`src/inc/pmw_pkg.sv`:
```
// package for the power mode and wake-up controller
// assumes one 200 MHz clock and synchronous active-high reset
package pmw_pkg;
  localparam logic [2:0] CLK_SEL_SUB      = 3'h7;
  localparam logic [2:0] CLK_SEL_RESET    = 3'h0;
  // one-hot divisor: bit k divides by two to the k, so /64 needs bit 6
  localparam int         DIV_W            = 7;
  localparam int         CLK_PERIOD_PS    = 5000;
  // oscillator settle times in nanoseconds
  localparam int         HS_SETTLE_NS     = 20000;
  localparam int         LS_SETTLE_NS     = 1000;
  localparam int         HS_SETTLE_CYC    =
    (HS_SETTLE_NS * 1000 + CLK_PERIOD_PS - 1) / CLK_PERIOD_PS;
  localparam int         LS_SETTLE_CYC    =
    (LS_SETTLE_NS * 1000 + CLK_PERIOD_PS - 1) / CLK_PERIOD_PS;
  localparam int         CNT_W            = 16;
  localparam int         PORTA_W          = 4;

  typedef enum logic [5:0] {
    ST_FAST  = 6'h01,
    ST_SLOW  = 6'h02,
    ST_SLEEP = 6'h04,
    ST_IDLE0 = 6'h08,
    ST_IDLE1 = 6'h10,
    ST_IDLE2 = 6'h20
  } mode_type;

  typedef struct packed {
    logic hs_on;
    logic ls_on;
    logic sys_on;
    logic sys_is_sub;
  } clk_en_type;

  typedef struct packed {
    logic pc_sp_reset;
    logic take_irq;
    logic resume;
  } wake_act_type;
endpackage : pmw_pkg

```
`src/power_mode_wake_control.sv`:
```
// power mode controller: fast/slow clock select, halt modes and wake-up
// assumes core gives one-cycle halt/clear pulses; porta pins are async
// Overview of operation
// - select code 111 while fast moves the system clock to sub clock
// - codes 000 to 110 select high clock divided by one to sixty-four
// - halt with both keep bits low enters sleep, only watchdog runs
// - halt with hs keep low, ls keep high enters idle0
// - halt with both keep bits high enters idle1, both clocks run
// - halt with hs keep high, ls keep low enters idle2
// - every halt mode stops the program while state is preserved
// - halt sets the power-down flag and clears the watchdog timeout flag
// - entering a halt mode clears the watchdog counter, which keeps going
// - power-down flag clears only on power-up or watchdog clear instruction
// - wake on enabled porta falling edge, interrupt or watchdog overflow
// - watchdog wake sets timeout flag and resets only pc and sp
// - each porta pin has a wake enable; resume after halt instruction
// - disabled irq or full stack wake resumes after halt, irq stays pending
// - enabled irq with free stack takes the normal interrupt response
// - irq already pending at halt entry cannot wake the device
// - returning fast with oscillator off reports via hs stable flag
// - switch into slow completes only once slow oscillator is stable
// - hs enable or frequency change clears stable flag then sets it
// - select 000 undivided, power-of-two steps, 111 the sub clock
`timescale 1ns/1ps
module power_mode_wake_control
  import pmw_pkg::*;
#(
  parameter int PA_W       = PORTA_W,
  parameter int HS_SETTLE  = HS_SETTLE_CYC,
  parameter int LS_SETTLE  = LS_SETTLE_CYC
) (
  // clock and reset
  input  wire logic            mclk_i,
  input  wire logic            srst_i,
  // configuration
  input  wire logic [2:0]      sys_clk_sel_i,
  input  wire logic            hs_osc_keep_on_halt_i,
  input  wire logic            ls_osc_keep_on_halt_i,
  input  wire logic            hs_osc_enable_i,
  input  wire logic            hs_freq_change_i,
  input  wire logic [PA_W-1:0] porta_wake_enable_i,
  input  wire logic [PA_W-1:0] porta_pin_i,
  // core, interrupt controller and watchdog
  input  wire logic            halt_instr_i,
  input  wire logic            watchdog_clear_instr_i,
  input  wire logic            irq_req_i,
  input  wire logic            irq_enabled_i,
  input  wire logic            stack_full_i,
  input  wire logic            wdt_overflow_i,
  // status and control outputs
  output logic [5:0]           mode_o,
  output logic                 cpu_run_o,
  output logic                 hs_osc_on_o,
  output logic                 ls_osc_on_o,
  output logic                 sys_clk_en_o,
  output logic                 sys_is_sub_o,
  output logic [DIV_W-1:0]     div_sel_o,
  output logic                 hs_osc_stable_flag_o,
  output logic                 power_down_flag_o,
  output logic                 wdt_timeout_flag_o,
  output logic                 wdt_clear_o,
  output logic                 pc_sp_reset_o,
  output logic                 irq_take_o,
  output logic                 resume_o
);

  mode_type         mode;
  mode_type         next_mode;
  logic [PA_W-1:0]  pa_s1, pa_s2, pa_s3, pa_lvl;
  logic             irq_armed;
  logic             ls_stable;
  logic             hs_stable;
  logic [CNT_W-1:0] hs_cnt;
  logic [CNT_W-1:0] ls_cnt;
  logic             hs_run_prev;
  logic             restart_wait;
  logic             wake_pend;
  wake_act_type     wake_act;
  clk_en_type       clk_en;

  // decoding used for halt entry and the clock table
  function automatic mode_type halt_target(input logic hk, input logic lk);
    case ({hk, lk})
      2'b00:   halt_target = ST_SLEEP;
      2'b01:   halt_target = ST_IDLE0;
      2'b11:   halt_target = ST_IDLE1;
      default: halt_target = ST_IDLE2;
    endcase
  endfunction : halt_target

  function automatic logic is_halt(input mode_type m);
    is_halt = (m == ST_SLEEP) || (m == ST_IDLE0) ||
              (m == ST_IDLE1) || (m == ST_IDLE2);
  endfunction : is_halt

  wire       in_halt   = is_halt(mode);
  wire       run_mode  = !in_halt;
  wire       want_sub  = (sys_clk_sel_i == CLK_SEL_SUB);
  // a fall counts once stages two and three agree low against the held level
  wire [PA_W-1:0] pa_fall = pa_lvl & ~pa_s2 & ~pa_s3 &
                            porta_wake_enable_i;
  wire       pa_wake   = in_halt && (|pa_fall);
  wire       irq_wake  = in_halt && irq_req_i && irq_armed;
  wire       wdt_wake  = in_halt && wdt_overflow_i;
  wire       any_wake  = pa_wake || irq_wake || wdt_wake;
  wire       halt_go   = run_mode && halt_instr_i && !restart_wait;
  wire       hs_needed = (mode == ST_FAST) || (mode == ST_IDLE1) ||
                         (mode == ST_IDLE2) ||
                         ((mode == ST_SLOW) && hs_osc_enable_i);
  wire       ls_needed = (mode != ST_SLEEP) && (mode != ST_IDLE2);
  wire       hs_restart = hs_needed && !hs_run_prev;

  // mode sequencing
  always_comb begin
    next_mode = mode;
    case (mode)
      ST_FAST: begin
        if (halt_go)
          next_mode = halt_target(hs_osc_keep_on_halt_i,
                                  ls_osc_keep_on_halt_i);
        else if (want_sub && ls_stable)
          next_mode = ST_SLOW;
      end
      ST_SLOW: begin
        if (halt_go)
          next_mode = halt_target(hs_osc_keep_on_halt_i,
                                  ls_osc_keep_on_halt_i);
        else if (!want_sub)
          next_mode = ST_FAST;
      end
      ST_SLEEP, ST_IDLE0, ST_IDLE1, ST_IDLE2: begin
        if (any_wake)
          next_mode = want_sub ? ST_SLOW : ST_FAST;
      end
      default: next_mode = ST_FAST;
    endcase
  end

  // clock enables per mode
  assign clk_en.hs_on      = hs_needed;
  assign clk_en.ls_on      = ls_needed;
  assign clk_en.sys_on     = run_mode && !restart_wait && !halt_go;
  assign clk_en.sys_is_sub = (mode == ST_SLOW);

  assign wake_act.pc_sp_reset = wdt_wake;
  assign wake_act.take_irq    = irq_wake && !wdt_wake && irq_enabled_i &&
                                !stack_full_i;
  assign wake_act.resume      = any_wake && !wake_act.pc_sp_reset &&
                                !wake_act.take_irq;

  always_ff @(posedge mclk_i) begin
    if (srst_i) begin
      pa_s1 <= '1;
      pa_s2 <= '1;
      pa_s3 <= '1;
      pa_lvl <= '1;
    end else begin
      pa_s1 <= porta_pin_i;
      pa_s2 <= pa_s1;
      pa_s3 <= pa_s2;
      pa_lvl <= (pa_s2 & pa_s3) | (pa_lvl & (pa_s2 | pa_s3));
    end
  end

  always_ff @(posedge mclk_i) begin
    if (srst_i)
      mode <= ST_FAST;
    else
      mode <= next_mode;
  end

  // interrupt wake arming is sampled at halt entry
  always_ff @(posedge mclk_i) begin
    if (srst_i)
      irq_armed <= 1'b0;
    else if (halt_go)
      irq_armed <= !irq_req_i;
    else if (in_halt && !irq_req_i)
      irq_armed <= irq_armed;
  end

  // oscillator settle counters; hs counter restarts on enable or retune
  always_ff @(posedge mclk_i) begin
    if (srst_i) begin
      hs_cnt      <= '0;
      hs_stable   <= 1'b0;
      hs_run_prev <= 1'b0;
    end else begin
      hs_run_prev <= hs_needed;
      if (!hs_needed || hs_restart || hs_freq_change_i) begin
        hs_cnt    <= '0;
        hs_stable <= 1'b0;
      end else if (hs_cnt == CNT_W'(HS_SETTLE - 1)) begin
        hs_stable <= 1'b1;
      end else if (!hs_stable) begin
        hs_cnt <= hs_cnt + 1'b1;
      end
    end
  end

  always_ff @(posedge mclk_i) begin
    if (srst_i) begin
      ls_cnt    <= '0;
      ls_stable <= 1'b0;
    end else if (ls_cnt == CNT_W'(LS_SETTLE - 1)) begin
      ls_stable <= 1'b1;
    end else begin
      ls_cnt <= ls_cnt + 1'b1;
    end
  end

  // after wake the core waits for hs stable if fast, else for ls stable, which only settles once after reset
  always_ff @(posedge mclk_i) begin
    if (srst_i)
      restart_wait <= 1'b0;
    else if (in_halt && any_wake)
      restart_wait <= 1'b1;
    else if (restart_wait && (mode == ST_SLOW ? ls_stable : hs_stable))
      restart_wait <= 1'b0;
  end

  // flags: the halt set wins over a coincident watchdog clear
  always_ff @(posedge mclk_i) begin
    if (srst_i) begin
      power_down_flag_o  <= 1'b0;
      wdt_timeout_flag_o <= 1'b0;
    end else begin
      if (halt_go)
        power_down_flag_o <= 1'b1;
      else if (watchdog_clear_instr_i)
        power_down_flag_o <= 1'b0;
      if (wdt_wake)
        wdt_timeout_flag_o <= 1'b1;
      else if (halt_go)
        wdt_timeout_flag_o <= 1'b0;
    end
  end

  always_ff @(posedge mclk_i) begin
    if (srst_i) begin
      mode_o       <= ST_FAST;
      cpu_run_o    <= 1'b0;
      hs_osc_on_o  <= 1'b0;
      ls_osc_on_o  <= 1'b0;
      sys_clk_en_o <= 1'b0;
      sys_is_sub_o <= 1'b0;
      div_sel_o    <= '0;
      hs_osc_stable_flag_o <= 1'b0;
      wdt_clear_o  <= 1'b0;
      pc_sp_reset_o <= 1'b0;
      irq_take_o   <= 1'b0;
      resume_o     <= 1'b0;
    end else begin
      mode_o       <= next_mode;
      cpu_run_o    <= clk_en.sys_on;
      hs_osc_on_o  <= clk_en.hs_on;
      ls_osc_on_o  <= clk_en.ls_on;
      sys_clk_en_o <= clk_en.sys_on;
      sys_is_sub_o <= clk_en.sys_is_sub;
      div_sel_o    <= want_sub ? '0 :
                      DIV_W'(1) << sys_clk_sel_i;
      hs_osc_stable_flag_o <= hs_stable;
      wdt_clear_o  <= halt_go;
      pc_sp_reset_o <= wake_act.pc_sp_reset;
      irq_take_o   <= wake_act.take_irq;
      resume_o     <= wake_act.resume;
    end
  end

  property p_halt_flags;
    @(posedge mclk_i) disable iff (srst_i)
    halt_go |=> power_down_flag_o && !wdt_timeout_flag_o;
  endproperty
  a_halt_flags: assert property (p_halt_flags)
    else $error("halt did not set power-down and clear timeout");

  property p_sleep_entry;
    @(posedge mclk_i) disable iff (srst_i)
    halt_go && !hs_osc_keep_on_halt_i && !ls_osc_keep_on_halt_i
      |=> mode == ST_SLEEP ##1 !hs_osc_on_o && !ls_osc_on_o;
  endproperty
  a_sleep_entry: assert property (p_sleep_entry)
    else $error("sleep entry wrong");

  property p_idle1_entry;
    @(posedge mclk_i) disable iff (srst_i)
    halt_go && hs_osc_keep_on_halt_i && ls_osc_keep_on_halt_i
      |=> mode == ST_IDLE1 ##1 hs_osc_on_o && ls_osc_on_o;
  endproperty
  a_idle1_entry: assert property (p_idle1_entry)
    else $error("idle1 entry wrong");

  property p_halt_stops_cpu;
    @(posedge mclk_i) disable iff (srst_i)
    halt_go || in_halt |=> !cpu_run_o && !sys_clk_en_o;
  endproperty
  a_halt_stops_cpu: assert property (p_halt_stops_cpu)
    else $error("cpu runs in halt mode");

  property p_wdt_clear;
    @(posedge mclk_i) disable iff (srst_i)
    halt_go |=> wdt_clear_o ##1 !wdt_clear_o || halt_go;
  endproperty
  a_wdt_clear: assert property (p_wdt_clear)
    else $error("watchdog not cleared on halt");

  property p_pdf_hold;
    @(posedge mclk_i) disable iff (srst_i)
    !watchdog_clear_instr_i && power_down_flag_o |=> power_down_flag_o;
  endproperty
  a_pdf_hold: assert property (p_pdf_hold)
    else $error("pdf cleared without clear instruction");

  property p_wdt_wake;
    @(posedge mclk_i) disable iff (srst_i)
    wdt_wake |=> wdt_timeout_flag_o && pc_sp_reset_o && !is_halt(mode);
  endproperty
  a_wdt_wake: assert property (p_wdt_wake)
    else $error("watchdog wake wrong");

  property p_no_wake_run;
    @(posedge mclk_i) disable iff (srst_i)
    run_mode |=> !resume_o && !irq_take_o && !pc_sp_reset_o;
  endproperty
  a_no_wake_run: assert property (p_no_wake_run)
    else $error("wake action outside halt");

  property p_irq_take;
    @(posedge mclk_i) disable iff (srst_i)
    irq_wake && !wdt_wake && irq_enabled_i && !stack_full_i |=> irq_take_o;
  endproperty
  a_irq_take: assert property (p_irq_take)
    else $error("enabled irq wake not taken");

  property p_slow_needs_ls;
    @(posedge mclk_i) disable iff (srst_i)
    mode == ST_FAST && next_mode == ST_SLOW |-> ls_stable && want_sub;
  endproperty
  a_slow_needs_ls: assert property (p_slow_needs_ls)
    else $error("slow entered before ls stable");

endmodule : power_mode_wake_control

```
`config.mk`:
```
export PLATFORM = sky130hd
export DESIGN_NAME = power_mode_wake_control
export DESIGN_NICKNAME = d
export VERILOG_FILES = /design/src/inc/pmw_pkg.sv /design/src/power_mode_wake_control.sv
export SDC_FILE = /design/constraint.sdc
export NUM_CORES = 1
export LEC_CHECK = 0
export BUFFER_PORTS_ARGS = -buffer_cell sky130_fd_sc_hd__buf_2
export CAP_MARGIN = 10
export CORE_MARGIN = 5
export CORE_UTILIZATION = 56
export DETAILED_ROUTE_END_ITERATION = 7
export PLACE_DENSITY = 0.88
export SLEW_MARGIN = 5
export SYNTH_ARGS = -nofsm -noshare
export SYNTH_HDL_FRONTEND = slang
export SYNTH_SLANG_ARGS = --single-unit
export TNS_END_PERCENT = 20
```
`constraint.sdc`:
```
create_clock -name mclk_i -period 2 [get_ports mclk_i]
set_input_delay 0.5 -clock mclk_i [delete_from_list [all_inputs] [get_ports mclk_i]]
set_output_delay 0.5 -clock mclk_i [all_outputs]
set_load 0.02 [all_outputs]
```
==> results_dict.tcl <==
set metrics [dict create \
    maxSlewHeadroom_pct 67.4 \
    cts_hold_buf 0 \
    cts.sinks 76 \
    grt_overflow_total 0 \
    synth_edf_count 0 \
    p_leak_nw 1.37 \
    p_seq_share_pct 53.5 \
    dieArea_mm2 0.00710 \
    min_path_type "in -> reg" \
    whs_endpoint "pa_s1[2]" \
    cp-end-kind "flip-flop" \
    drt_iter0_markers 139 \
    io_pins 48 \
    required_ps 2280 \
    p_sw_share_pct 28.6 \
    yosysSeqAreaShare_pct 49.3 \
    rrSetupSlack_ps 90 \
    clk_pin_slew_worst_paths_ps 90 \
    grt_antenna_before_repair 0 \
    cts_tree "built" \
    drv_cap 0 \
    cp.arrival_ps 2190 \
    fin_setup_tns_ps 0 \
    synth-async-reset-ratio_pct 0 \
    wl_per_cell_um 13.8 \
    netSwitchingPower_mw 0.865 \
    syn_nets 362 \
    clock_path_buffers 2 \
    min_from "porta_pin_i[2]" \
    start_util_pct 56.8 \
    holdPathStages 2 \
    diodes 0 \
    hpwl_um 4480 \
    area_growth_pct 14.9 \
    path_class "reg -> reg" \
    slowest_delay_ps 500 \
    status "complete, no violations" \
    r2r-start "hs_cnt[0]" \
    fin_skew_ps 9.50 \
    grt_pass1_vias 2464 \
    slowest_stage "or4_1" \
    synthCells 337 \
    ir_drop_uv 614 \
    core-area_mm2 0.00544 \
    vias_per_cell 5.50 \
    clkPwrFrac_pct 35.6 \
    ys_types 53 \
    synthFlopType "dfxtp_1" \
    yosys_warnings 0 \
    final_max_slew_viol_count 0 \
    ys_ff_latch 76 \
    cp_cell_sequence "ha_1 > nor4bb_1 > and4_4 > or2_1 > or4_1 > a21oi_1" \
    power.internal_mw 2.16 \
    cts_made_buffers 9 \
    dpl-instance-area_mm2 0.00336 \
    dieWidth_um 84.3 \
    finalHoldViolations 0 \
    drive_above_1_share_pct 21.9 \
    firstDrtPassIters 5 \
    grt_setup_unrepaired "no" \
    row_count 27 \
    syn-cell-area_mm2 0.00309 \
    ant_nets 0 \
    final_util_pct 65.2 \
    tightest_slew_ps 484 \
    clock.fmax_mhz 523 \
    nets 408 \
    root_buffer "clkbuf_8" \
    reg2reg_to "hs_cnt[15]" \
    final_area_mm2 0.00355 \
    dp.cells 444 \
    grt_usage_pct 19.1 \
    chipHeight_um 84.3 \
    startpoint_type "flip-flop" \
    power_density_mw_per_mm2 853 \
    clk_latency_ps 350 \
    cp_max_fo 13 \
    route.detailed.drc 0 \
    grt_pass1_wl_um 11200 \
    setup_ws_ps 86.8 \
    finalSetupViolCount 0 \
    syn_area_per_cell_um2 9.17 \
    pre_cts_slack_ps 111 \
    cts_max_level 3 \
    drt_wl_total_um 6370 \
    fin_crit_ps 1910 \
    min_period_over_period_pct 95.7 \
    combPwrFrac_pct 11.0 \
    grt_max_degree 24 \
    io_buffer_count 47 \
    vias 2529 \
    fin_cells 460 \
    place_congestion 0.891 \
    r2r_cells 6 \
]
==> critical path: cells and delay by family (launching register included) <==
family	cells	cell delay, ps
flops	1	350
compound gates	1	150
simple gates	4	1130
fa+ha+maj	1	220
==> power by group through the flow <==
stage	clock network [mW]	logic [mW]	registers, mW
2_1_floorplan	0	0.207	1.67
3_3_place_gp	0	0.321	1.65
3_5_place_dp	0	0.328	1.65
4_1_cts	1.10	0.330	1.62
5_1_grt	1.17	0.367	1.63
6_report	1.08	0.332	1.62
==> cells in the final DEF, fill, tap and decap left out, types with 9 or more instances in the layout <==
master,synthesis,final
a21oi_1,13,12
buf_2,5,47
clkbuf_8,0,9
dfxtp_1,76,76
nand2_1,21,21
nand3_1,12,12
nor2_1,45,45
nor3_1,18,18
nor4_1,9,9
o21ai_0,9,9
or2_2,13,13
xnor2_1,15,15
xor2_1,12,12
==> sequential cells by signal, indices dropped and copies added, names as in the netlist, 4 cells and up <==
signal and flops:
div_sel_o 7, hs_cnt 16, pa_s3 4, mode_o 6, ls_cnt 16, pa_s1 4, pa_s2 4, pa_lvl 4
==> Yosys cell counts (all sizes together), types with 2 or more instances <==
library cell | count | area share (%)
nand3 | 12 | 1.9
xnor2 | 15 | 4.3
and3 | 5 | 1.0
nor4 | 10 | 2.5
and4 | 2 | 0.65
a311oi | 2 | 0.57
a31oi | 3 | 0.61
ha | 2 | 0.81
nand4 | 8 | 1.6
xor2 | 12 | 3.4
dfxtp | 76 | 49
o21ai | 10 | 1.6
and2 | 3 | 0.61
mux2i | 3 | 0.97
clkbuf | 6 | 0.73
o21bai | 3 | 0.73
or2 | 14 | 2.8
a211oi | 2 | 0.49
nor4b | 3 | 0.85
o211ai | 2 | 0.49
buf | 9 | 1.7
nand2 | 21 | 2.6
a32o | 4 | 1.3
nor2 | 45 | 5.5
a21oi | 14 | 2.4
nor4bb | 4 | 1.3
nor2b | 2 | 0.40
inv | 7 | 0.85
nand3b | 2 | 0.61
nor3b | 2 | 0.49
nand2b | 4 | 0.81
nor3 | 18 | 2.9
==> what timing repair did <==
item / in CTS / in global routing
buffers inserted: 0 / 0
gates resized for setup: 0 / 1
endpoints found under the setup margin: 0 / 4
==> logic make-up after synthesis <==
family | after synthesis | share of synthesized area [%]
buffers and inverters | 22 | 3.24
xor gates and xnor gates | 27 | 7.66
AOI/OAI and AO/OA | 47 | 10.2
and+or+nand+nor | 160 | 27.9
DFF | 76 | 49.3
adders and majority gates | 2 | 0.810
muxes | 3 | 0.972
==> final cells by class <==
class	instances	area [um^2]
fill	431	1890
clock buffer	9	124
inverter	7	26.3
multi-input combinational	239	1470
tap	72	90.1
sequential	76	1520
timing repair buffer	50	258
clock inverter	7	57.6
==> worst max path at each step <==
stage                     startpoint    endpoint  slack, ps  cells after the start
after floorplan            hs_cnt[0]  hs_cnt[15]        240                      6
after global placement     irq_req_i   mode_o[2]        150                      6
after detailed placement   hs_cnt[0]  hs_cnt[15]        110                      6
after CTS                  hs_cnt[0]  hs_cnt[15]         90                      6
after global routing       hs_cnt[0]  hs_cnt[15]          1                      6
final                      hs_cnt[0]  hs_cnt[15]         90                      6
==> metrics by stage <==
stage / total power [mW] / hold slack, ps
floorplan: 1.88 / 389
global placement: 1.97 / 391
detailed placement: 1.98 / 394
CTS: 3.05 / 306
global route: 3.16 / 317
finish: 3.03 / 322
==> per-layer routing <==
metal / routed length [um] / GRT usage [%] / part of all wire, % / vias to the layer above
li1: - / - / - / 1273
met1: 2860 / 23.4 / 45 / 1169
met2: 3000 / 30.8 / 47 / 67
met3: 335 / 5.00 / 5.3 / 20
met4: 171 / 9.80 / 2.7 / 0
met5: 0 / 0 / 0 / -
Power figures use the tool's default switching activity.
